[config.mk]
export PLATFORM = sky130hd
export DESIGN_NAME = ddt_timing
export DESIGN_NICKNAME = d
export VERILOG_FILES = /design/src/ddt_pkg.sv /design/src/ddt_timing.sv
export SDC_FILE = /design/constraint.sdc
export NUM_CORES = 1
export LEC_CHECK = 0
export BUFFER_PORTS_ARGS = -buffer_cell sky130_fd_sc_hd__buf_4
export CORE_MARGIN = 2
export CORE_UTILIZATION = 56
export CTS_CLUSTER_DIAMETER = 60
export DETAILED_ROUTE_END_ITERATION = 6
export PLACE_DENSITY = 0.86
export SLEW_MARGIN = 20
export SYNTH_ARGS = -nofsm -noshare
export SYNTH_HDL_FRONTEND = slang
export SYNTH_SLANG_ARGS = --single-unit
[constraint.sdc]
create_clock -name clock_i -period 2.84 [get_ports clock_i]
set_input_delay 0.284 -clock clock_i [delete_from_list [all_inputs] [get_ports clock_i]]
set_output_delay 0.284 -clock clock_i [all_outputs]
set_load 0.05 [all_outputs]
[src/ddt_pkg.sv]
// Shared constants, field layouts and types of the DDR4 timing block
package ddt_pkg;

  // ****************************************
  // Clock and time conversion
  // ****************************************
  localparam int CLK_PERIOD_PS = 25000;
  localparam int PS_PER_NS = 1000;

  // Round a least time in ns up to whole cycles, never below one
  function automatic int ns_to_cyc_up(input int ns);
    int cyc;
    cyc = (ns * PS_PER_NS + CLK_PERIOD_PS - 1) / CLK_PERIOD_PS;
    return (cyc < 1) ? 1 : cyc;
  endfunction

  // ****************************************
  // Timing figures
  // ****************************************
  localparam int CRC_ALERT_LAT_MIN_NS = 3;
  localparam int CRC_ALERT_LAT_MAX_NS = 13;
  localparam int CRC_ALERT_LAT_CYC = ns_to_cyc_up(CRC_ALERT_LAT_MIN_NS);
  localparam int CRC_ALERT_PULSE_WIDTH_MIN_NCK = 6;
  localparam int CRC_ALERT_PULSE_WIDTH_MAX_NCK = 10;
  localparam int CRC_ALERT_PULSE_WIDTH_NCK = 8;
  localparam int RFC1_NS = 260;
  localparam int RFC2_NS = 160;
  localparam int RFC4_NS = 110;
  localparam int RFC1_CYC = ns_to_cyc_up(RFC1_NS);
  localparam int RFC2_CYC = ns_to_cyc_up(RFC2_NS);
  localparam int RFC4_CYC = ns_to_cyc_up(RFC4_NS);
  localparam int WR_START_BL8_NCK = 4;
  localparam int WR_START_BC4_FIXED_NCK = 2;
  localparam int CNT_W = 8;

  // ****************************************
  // Register map
  // ****************************************
  localparam int ADDR_W = 8;
  localparam logic [ADDR_W-1:0] CTRL_ADDR = 8'h00;
  localparam logic [ADDR_W-1:0] STATUS_ADDR = 8'h04;
  localparam logic [ADDR_W-1:0] MASK_ADDR = 8'h08;
  localparam logic [ADDR_W-1:0] STATE_ADDR = 8'h0c;
  localparam logic [31:0] CTRL_RESET = 32'h0000_0900;
  localparam int EVT_W = 4;
  localparam int EVT_CRC_ERR = 0;
  localparam int EVT_RFC_VIOL = 1;
  localparam int EVT_DLL_VIOL = 2;
  localparam int EVT_PD_ENTER = 3;
  localparam int STATE_RFC_BUSY = 0;
  localparam int STATE_PD_PEND = 1;
  localparam int STATE_PD_ASLEEP = 2;
  localparam int STATE_ALERT = 3;
  localparam int STATE_WR_PEND = 4;
  localparam int STATE_DLL_LOCK = 5;

  typedef enum logic [1:0] {FGR_1X = 2'h0, FGR_2X = 2'h1, FGR_4X = 2'h2} ddt_fgr_e;

  typedef struct packed {
    logic [18:0] rsvd_hi;
    logic [4:0] write_latency;
    logic [2:0] rsvd_lo;
    logic dm_en;
    logic crc_en;
    logic bc4_fixed;
    ddt_fgr_e fgr_mode;
  } ddt_ctrl_s;

  typedef struct packed {
    logic act;
    logic pre;
    logic ref_cmd;
    logic wr;
    logic rd;
    logic odt_sync;
  } ddt_cmd_s;

endpackage

[src/ddt_timing.sv]
// DDR4 device-side CRC alert, refresh, write start and power-down timing
//
// Rules for this block and the controller driving it
// Alert asserts 3 to 13 ns after CRC error; here it asserts one clock after the edge that samples the error
// Alert pulse lasts 6 to 10 clocks
// Controller waits refresh period before activate/refresh
// Refresh period follows fine-granularity refresh mode
// Internal write starts WL+4, or WL+2 fixed chop
// Controller rounds recovery time up to clocks
// Power-down wait is WL+4+recovery clocks
// CRC with mask uses longer recovery variants
// Reads and synchronous termination need locked loop
// Pending operations finish before power-down state
// Nanosecond parameters round up to whole clocks
// Refresh interval bounds the slowest clock
`timescale 1ns/10ps

module ddt_timing #(
  parameter int WL_MAX = 31,
  parameter int ROW_OP_CYC = 2
) (
  // Clock and reset
  input wire logic clock_i,
  input wire logic arst_n_i,
  // Register port
  input wire logic [ddt_pkg::ADDR_W-1:0] addr_i,
  input wire logic [31:0] wdata_i,
  input wire logic wr_i,
  input wire logic rd_i,
  output logic [31:0] rdata_o,
  // Memory command side
  input wire ddt_pkg::ddt_cmd_s cmd_i,
  input wire logic cke_i,
  input wire logic dll_locked_i,
  input wire logic crc_err_i,
  // Device outputs
  output logic alert_n_o,
  output logic wr_start_o,
  output logic refresh_busy_o,
  output logic powerdown_o,
  output logic irq_o
);

  localparam int PIPE_LEN = WL_MAX + ddt_pkg::WR_START_BL8_NCK;
  localparam int PIPE_IDX_W = $clog2(PIPE_LEN + 1);

  typedef enum logic [1:0] {PD_ACTIVE, PD_PENDING, PD_ASLEEP} ddt_pd_e;

  ddt_pkg::ddt_ctrl_s ctrl_r;
  logic [ddt_pkg::EVT_W-1:0] status_r;
  logic [ddt_pkg::EVT_W-1:0] mask_r;
  logic [ddt_pkg::EVT_W-1:0] evt_set;
  logic [31:0] rdata_r;
  logic [31:0] state_word;
  logic [ddt_pkg::CNT_W-1:0] alert_dly_r;
  logic [ddt_pkg::CNT_W-1:0] alert_pw_r;
  logic alert_r;
  logic [ddt_pkg::CNT_W-1:0] rfc_cnt_r;
  logic refresh_busy_r;
  logic [ddt_pkg::CNT_W-1:0] row_cnt_r;
  logic row_busy;
  logic [PIPE_LEN-1:0] wr_pipe_r;
  logic [PIPE_LEN-1:0] wr_pipe_nxt;
  logic [PIPE_IDX_W-1:0] wr_dly;
  logic wr_pending;
  logic ops_busy;
  ddt_pd_e pd_r;
  logic crc_hit;

  // ****************************************
  // Helpers
  // ****************************************
  function automatic logic [ddt_pkg::CNT_W-1:0] rfc_cycles(input ddt_pkg::ddt_fgr_e mode);
    case (mode)
      ddt_pkg::FGR_2X: rfc_cycles = ddt_pkg::CNT_W'(ddt_pkg::RFC2_CYC);
      ddt_pkg::FGR_4X: rfc_cycles = ddt_pkg::CNT_W'(ddt_pkg::RFC4_CYC);
      default: rfc_cycles = ddt_pkg::CNT_W'(ddt_pkg::RFC1_CYC);
    endcase
  endfunction

  function automatic logic hit(input logic [ddt_pkg::ADDR_W-1:0] a,
                               input logic [ddt_pkg::ADDR_W-1:0] reg_addr);
    hit = (a == reg_addr);
  endfunction

  // ****************************************
  // Register writes
  // ****************************************
  // Reserved bits are forced to zero so reads never echo junk
  always_ff @(posedge clock_i or negedge arst_n_i) begin
    if (!arst_n_i) begin
      ctrl_r <= ddt_pkg::ddt_ctrl_s'(ddt_pkg::CTRL_RESET);
    end else if (wr_i && hit(addr_i, ddt_pkg::CTRL_ADDR)) begin
      ctrl_r <= ddt_pkg::ddt_ctrl_s'(wdata_i);
      ctrl_r.rsvd_hi <= '0;
      ctrl_r.rsvd_lo <= '0;
    end
  end

  // Mask only gates the pin; status bits keep recording events
  always_ff @(posedge clock_i or negedge arst_n_i) begin
    if (!arst_n_i) begin
      mask_r <= '0;
    end else if (wr_i && hit(addr_i, ddt_pkg::MASK_ADDR)) begin
      mask_r <= wdata_i[ddt_pkg::EVT_W-1:0];
    end
  end

  // Sticky events; a new event beats a same-cycle write-one clear
  always_ff @(posedge clock_i or negedge arst_n_i) begin
    if (!arst_n_i) begin
      status_r <= '0;
    end else if (wr_i && hit(addr_i, ddt_pkg::STATUS_ADDR)) begin
      status_r <= (status_r & ~wdata_i[ddt_pkg::EVT_W-1:0]) | evt_set;
    end else begin
      status_r <= status_r | evt_set;
    end
  end

  assign irq_o = |(status_r & mask_r);

  // ****************************************
  // Register reads
  // ****************************************
  always_comb begin
    state_word = '0;
    state_word[ddt_pkg::STATE_RFC_BUSY] = refresh_busy_o;
    state_word[ddt_pkg::STATE_PD_PEND] = (pd_r == PD_PENDING);
    state_word[ddt_pkg::STATE_PD_ASLEEP] = (pd_r == PD_ASLEEP);
    state_word[ddt_pkg::STATE_ALERT] = alert_r;
    state_word[ddt_pkg::STATE_WR_PEND] = wr_pending;
    state_word[ddt_pkg::STATE_DLL_LOCK] = dll_locked_i;
  end

  // Read data stands one cycle, then zero, so stale words never linger
  always_ff @(posedge clock_i or negedge arst_n_i) begin
    if (!arst_n_i) begin
      rdata_r <= '0;
    end else if (!rd_i) begin
      rdata_r <= '0;
    end else begin
      case (addr_i)
        ddt_pkg::CTRL_ADDR: rdata_r <= 32'(ctrl_r);
        ddt_pkg::STATUS_ADDR: rdata_r <= 32'(status_r);
        ddt_pkg::MASK_ADDR: rdata_r <= 32'(mask_r);
        ddt_pkg::STATE_ADDR: rdata_r <= state_word;
        default: rdata_r <= '0;
      endcase
    end
  end

  assign rdata_o = rdata_r;

  // ****************************************
  // CRC error alert
  // ****************************************
  assign crc_hit = crc_err_i && ctrl_r.crc_en;

  // Clock is slower than the latency window, so the first edge is the best fit
  // An error inside the start delay is absorbed, so a pulse never restarts
  always_ff @(posedge clock_i or negedge arst_n_i) begin
    if (!arst_n_i) begin
      alert_dly_r <= '0;
    end else if (crc_hit && !alert_r && alert_dly_r == '0) begin
      alert_dly_r <= ddt_pkg::CNT_W'(ddt_pkg::CRC_ALERT_LAT_CYC);
    end else if (alert_dly_r != '0) begin
      alert_dly_r <= alert_dly_r - 1'b1;
    end
  end

  // Errors during a pulse merge into it rather than stretching it
  always_ff @(posedge clock_i or negedge arst_n_i) begin
    if (!arst_n_i) begin
      alert_r <= 1'b0;
      alert_pw_r <= '0;
    end else if (alert_dly_r == ddt_pkg::CNT_W'(1)) begin
      alert_r <= 1'b1;
      alert_pw_r <= ddt_pkg::CNT_W'(ddt_pkg::CRC_ALERT_PULSE_WIDTH_NCK - 1);
    end else if (alert_pw_r != '0) begin
      alert_pw_r <= alert_pw_r - 1'b1;
    end else begin
      alert_r <= 1'b0;
    end
  end

  assign alert_n_o = ~alert_r;

  // ****************************************
  // Refresh and row operations
  // ****************************************
  // A refresh seen while busy only raises the violation flag, never restarts
  always_ff @(posedge clock_i or negedge arst_n_i) begin
    if (!arst_n_i) begin
      rfc_cnt_r <= '0;
    end else if (cmd_i.ref_cmd && !refresh_busy_o) begin
      rfc_cnt_r <= rfc_cycles(ctrl_r.fgr_mode);
    end else if (rfc_cnt_r != '0) begin
      rfc_cnt_r <= rfc_cnt_r - 1'b1;
    end
  end

  // Flag kept in its own flop so the pin does not hang off a counter compare
  always_ff @(posedge clock_i or negedge arst_n_i) begin
    if (!arst_n_i) begin
      refresh_busy_r <= 1'b0;
    end else if (cmd_i.ref_cmd && !refresh_busy_r) begin
      refresh_busy_r <= 1'b1;
    end else if (rfc_cnt_r == ddt_pkg::CNT_W'(1)) begin
      refresh_busy_r <= 1'b0;
    end
  end

  assign refresh_busy_o = refresh_busy_r;

  always_ff @(posedge clock_i or negedge arst_n_i) begin
    if (!arst_n_i) begin
      row_cnt_r <= '0;
    end else if (cmd_i.act || cmd_i.pre) begin
      row_cnt_r <= ddt_pkg::CNT_W'(ROW_OP_CYC);
    end else if (row_cnt_r != '0) begin
      row_cnt_r <= row_cnt_r - 1'b1;
    end
  end

  // ****************************************
  // Internal write start
  // ****************************************
  // Recovery rounding is the controller's job; only the start edge is placed here
  // Each write drops a token at its own depth, so back-to-back writes never collide
  always_comb begin
    if (ctrl_r.bc4_fixed) begin
      wr_dly = PIPE_IDX_W'(ctrl_r.write_latency) +
               PIPE_IDX_W'(ddt_pkg::WR_START_BC4_FIXED_NCK);
    end else begin
      wr_dly = PIPE_IDX_W'(ctrl_r.write_latency) +
               PIPE_IDX_W'(ddt_pkg::WR_START_BL8_NCK);
    end
    wr_pipe_nxt = {1'b0, wr_pipe_r[PIPE_LEN-1:1]};
    if (cmd_i.wr && wr_dly != '0) begin
      wr_pipe_nxt[wr_dly - 1'b1] = 1'b1;
    end
  end

  always_ff @(posedge clock_i or negedge arst_n_i) begin
    if (!arst_n_i) begin
      wr_pipe_r <= '0;
    end else begin
      wr_pipe_r <= wr_pipe_nxt;
    end
  end

  assign wr_start_o = wr_pipe_r[0];

  // ****************************************
  // Power-down entry
  // ****************************************
  assign row_busy = (row_cnt_r != '0);
  assign wr_pending = |wr_pipe_r;
  // Anything still in flight holds off the low-current state
  assign ops_busy = refresh_busy_o || row_busy || wr_pending;

  always_ff @(posedge clock_i or negedge arst_n_i) begin
    if (!arst_n_i) begin
      pd_r <= PD_ACTIVE;
    end else begin
      case (pd_r)
        PD_ACTIVE: begin
          if (!cke_i) begin
            pd_r <= ops_busy ? PD_PENDING : PD_ASLEEP;
          end
        end
        // Cke high aborts a pending entry even with work in flight
        PD_PENDING: begin
          if (cke_i) begin
            pd_r <= PD_ACTIVE;
          end else if (!ops_busy) begin
            pd_r <= PD_ASLEEP;
          end
        end
        PD_ASLEEP: begin
          if (cke_i) begin
            pd_r <= PD_ACTIVE;
          end
        end
        default: pd_r <= PD_ACTIVE;
      endcase
    end
  end

  assign powerdown_o = (pd_r == PD_ASLEEP);

  // ****************************************
  // Events
  // ****************************************
  always_comb begin
    evt_set = '0;
    evt_set[ddt_pkg::EVT_CRC_ERR] = crc_hit;
    evt_set[ddt_pkg::EVT_RFC_VIOL] = refresh_busy_o && (cmd_i.act || cmd_i.ref_cmd);
    evt_set[ddt_pkg::EVT_DLL_VIOL] = !dll_locked_i && (cmd_i.rd || cmd_i.odt_sync);
    // Entry is flagged on the idle cke-low cycle that moves the state to asleep; the bit is sticky anyway
    evt_set[ddt_pkg::EVT_PD_ENTER] = (pd_r != PD_ASLEEP) && !cke_i && !ops_busy;
  end

endmodule // ddt_timing

==> results summary <==
The share of synthesized flip-flops with an asynchronous set or reset is 1.00. The starting DRC count in detailed routing came out at 124. The maximum operating frequency is 0.392 GHz.

The largest fanout on the critical path came out at 15. Entering global routing, the biggest net connects 101 pins. Dividing the final minimum period by the clock period gives 0.897.

The tightest min-delay check is of the in -> reg type. The area of the die came out at 9570 sq um. The flow ran to the end, and the final reports show no timing, DRC or antenna violations. The total area inside the core boundary comes to 8640 sq um. The clock latency on the worst-skew pair came out at 360 ps. The minimum clock period after layout is 2550 ps. STA puts the critical path data arrival time at 2800 ps. The number of antenna violations at the first check in global routing was 0. The total power draw is 3.97 mW. Max-cap violations in this run came to 0.

The worst setup path is captured at a flop. The number of enable flip-flop cells after synthesis came out at 0. After legalization and detailed placement, the total HPWL measured 7170 microns. The count of pins on the block boundary came out at 90. The via density per instance came out at 5.79.

In this run the remaining antenna-violating nets after routing total 0. The setup slack after placement is 333 ps. TritonCTS built the clock tree. The routability-driven placement congestion ratio came out at 0.853. The initialized floorplan defines 34 standard-cell rows. The normalized max-slew margin is 0.508. The remaining global-route overflow is 0.

The area overhead of the layout relative to synthesis is 12.0%. The die boundary width is 97.8 microns. The repair_antennas step left the layout with diodes totalling 0. The total wirelength of the detailed-routed design is 9760 microns. The final max-slew violation count was 0. The maximum VDD drop came out at 0.000502 V.

The H-tree was split into 3 levels. The total DRC errors in the routed layout is 0. The distinct cell type count after synthesis is 65.

The startpoint identified for the worst register-to-register timing path is ctrl_r[2]. For this run, the total global-route usage over all layers was measured as 0.213. The critical path goes through xnor2_1 > ha_1 > o2111ai_1 > a2111oi_1 > nor2b_1 > and3_1 > a31o_1.

The number of clock sinks seen by CTS is 100. For the pin with the worst max-slew slack, the measured transition is 736 ps. Power spread over the standard cell area amounts to 719 nW/um^2.

Among all stages on the critical path, the largest delay is contributed by dfrtp_1. The cell area after layout came out at 5520 sq um. In this run the most critical hold path is launched from cke_i. The static leakage power came out at 2.72 nW. The number of vias after detailed routing came out at 3,592. Between clock sinks in the finished design, the worst skew comes to 18.3 ps. The most critical setup path has its startpoint at ctrl_r[2]. The global-route wire length before repair is 16,400 microns. Measured on the finished design, the core utilization comes to 0.639. The kind of launch point of the worst setup path is a flop.

The count of synthesis-stage warnings from yosys came out at 0. During placement, the flow inserted port buffers numbering 46. In this run the deepest clock path goes through 2 buffers.

The share of the Yosys chip area taken by registers is 0.508. Dividing the synthesized area by the synthesized cell count gives 10.7 sq um. Clock-pin slew was measured on the worst setup and hold paths at 90 ps. The final number of hold-violating endpoints is 0.

The flip-flop cell with the highest count after synthesis is dfrtp_1. The fraction of layout cells with a size suffix above 1 is 0.166. The number of buffers and inverters on the critical path is 0.

The overall die height came out at 97.8 microns. At the worst endpoint, the required time is 3090 ps. Hold is met by 81.7 ps. The wire length per cell after detailed routing is 15.7 microns. The number of flip-flops and latches in the synthesized netlist is 100.

The final setup slack of the worst path is 292 ps. The number of instances in the synthesized netlist came out at 459. Once layout is complete, the cells apart from fillers number 620. The netlist area before placement is 4930 sq um. In the final design database the tool counted 573 nets.

The category of cells accounting for the largest share of critical-path delay is compound AO/OA/AOI/OAI gates. The post-CTS setup repair buffer count came out at 0. The cell sitting at the root of the clock tree is a clkbuf_8.

The first-pass iteration count of the detailed router is 5. The via count of the first global-routing pass came out at 3,488. Setup repair after global routing left no endpoint under its margin. The number of buffers inserted during clock tree synthesis is 9. The path type of the worst setup path is reg -> reg. On the worst path, the slowest cell contributes a delay of 650 ps. The starting utilization of the core area is 0.571. The placement-stage cell area came out at 5320 sq um. The number of placed instances, taps included is 604.

Setup violations remaining at the end of the flow were counted as 0. Setup total negative slack on the finished layout was measured at 0 ps.
## area by class of cell
class / instances / area, sq um
inverters: 15 / 56.3
multi-input cells: 333 / 2250
clock buffers: 12 / 145
flip-flops and latches: 100 / 2500
clock inverters: 3 / 46.3
repair buffers: 49 / 383
well taps: 108 / 135
fillers: 684 / 3120
## cells by family after synthesis
kind of cell | after synthesis | synth area share
compound gates | 90 | 0.130
mux | 23 | 0.0609
simple gates | 173 | 0.190
buf+inv | 46 | 0.0513
fa+ha+maj | 12 | 0.0305
other cells | 1 | 0.000761
flops | 100 | 0.508
xor+xnor | 14 | 0.0279
## layer usage
| layer | up-vias | track usage | wire length (microns) |
|---|---|---|---|
| li1 | 1694 | - | - |
| met1 | 1785 | 0.284 | 4360 |
| met2 | 93 | 0.347 | 4760 |
| met3 | 20 | 0.0480 | 458 |
| met4 | 0 | 0.0716 | 183 |
| met5 | - | 0 | 0 |
## worst reg2reg max path, cell delays in order, from the launching register on
cell and delay, ps:
dfrtp_1 650, xnor2_1 220, ha_1 200, o2111ai_1 110
a2111oi_1 530, nor2b_1 220, and3_1 300, a31o_1 230
## final timing paths
path                                 end  slack (ps)  depth (start not counted)
hold / removal                   pd_r[1]          80                          2
max in group asynchronous     ctrl_r[11]        1920                          3
setup reg to reg           wr_pipe_r[33]         290                          7
min in group asynchronous        pd_r[0]         480                          3
hold reg to reg            wr_pipe_r[16]         450                          1
setup / recovery           wr_pipe_r[33]         290                          7
## cells in the final DEF (no fill, tap or decap), types with 7 or more instances in the layout
master    synthesis  final
and3_1            9      9
nand2b_1          8      8
nor2_1           34     34
nand2_1          29     29
o21bai_1         20     20
ha_1             12     12
conb_1            1     21
dfrtp_1          98     98
mux2_1           10     10
buf_4            21     47
a21oi_1          19     19
xnor2_1           9      9
nor3_1           19     19
nor4_1           14     14
o21ai_0           7      7
clkbuf_8          0     10
nand3_1          14     14
nor2b_1          10     10
a21o_1           15     15
inv_1            15     15
## cells in the mapped netlist (2+ instances only)
| master | number | area share |
|---|---|---|
| or4_1 | 2 | 0.0030 |
| nand2b_1 | 8 | 0.010 |
| dfrtp_1 | 98 | 0.50 |
| nand4_1 | 4 | 0.0051 |
| or3_1 | 6 | 0.0076 |
| mux4_2 | 4 | 0.018 |
| nor2b_1 | 10 | 0.013 |
| a21o_1 | 15 | 0.023 |
| nor2_1 | 34 | 0.026 |
| a21oi_1 | 19 | 0.019 |
| a31o_1 | 2 | 0.0036 |
| ha_1 | 12 | 0.030 |
| mux2_1 | 10 | 0.023 |
| and2_1 | 6 | 0.0076 |
| nor3_1 | 19 | 0.019 |
| inv_1 | 15 | 0.011 |
| dfstp_2 | 2 | 0.011 |
| xor2_1 | 4 | 0.0071 |
| and3_1 | 9 | 0.011 |
| nand3b_1 | 3 | 0.0046 |
| and3b_1 | 2 | 0.0036 |
| o21a_1 | 2 | 0.0030 |
| o21ai_0 | 7 | 0.0071 |
| nand3_1 | 14 | 0.014 |
| a22oi_1 | 2 | 0.0030 |
| nor4b_1 | 2 | 0.0036 |
| o21bai_1 | 20 | 0.030 |
| o31ai_1 | 3 | 0.0046 |
| nor4_1 | 14 | 0.018 |
| clkbuf_1 | 8 | 0.0061 |
| buf_4 | 21 | 0.032 |
| a22o_1 | 4 | 0.0071 |
| or3_4 | 2 | 0.0046 |
| mux2i_1 | 3 | 0.0061 |
| xnor2_1 | 9 | 0.016 |
| mux2_2 | 6 | 0.014 |
| nand2_1 | 29 | 0.022 |
| a211o_1 | 2 | 0.0036 |
## power by group
group / total [mW] / switching [mW] / internal (mW)
logic: 1.14 / 0.667 / 0.470
registers: 1.93 / 0.237 / 1.69
clock network: 0.904 / 0.473 / 0.431
total: 3.97 / 1.38 / 2.59
## sequential cells by signal, summed over array words and instances, names as in the netlist
register and flops:
rdata_o 11, alert_pw_r 8, ctrl_r 10, pd_r 2, wr_pipe_r 35, alert_r 1
refresh_busy_o 1, row_cnt_r 8, mask_r 4, alert_dly_r 8, status_r 4, rfc_cnt_r 8
## repair_timing
item / 4_1_cts / 5_1_grt
gates resized for setup: 0 / 1
endpoints found under the setup margin: 0 / 3
hold buffers: 1 / 0
hold endpoints to repair: 28 / 0
Note: power is estimated with default switching activity, not from simulation.
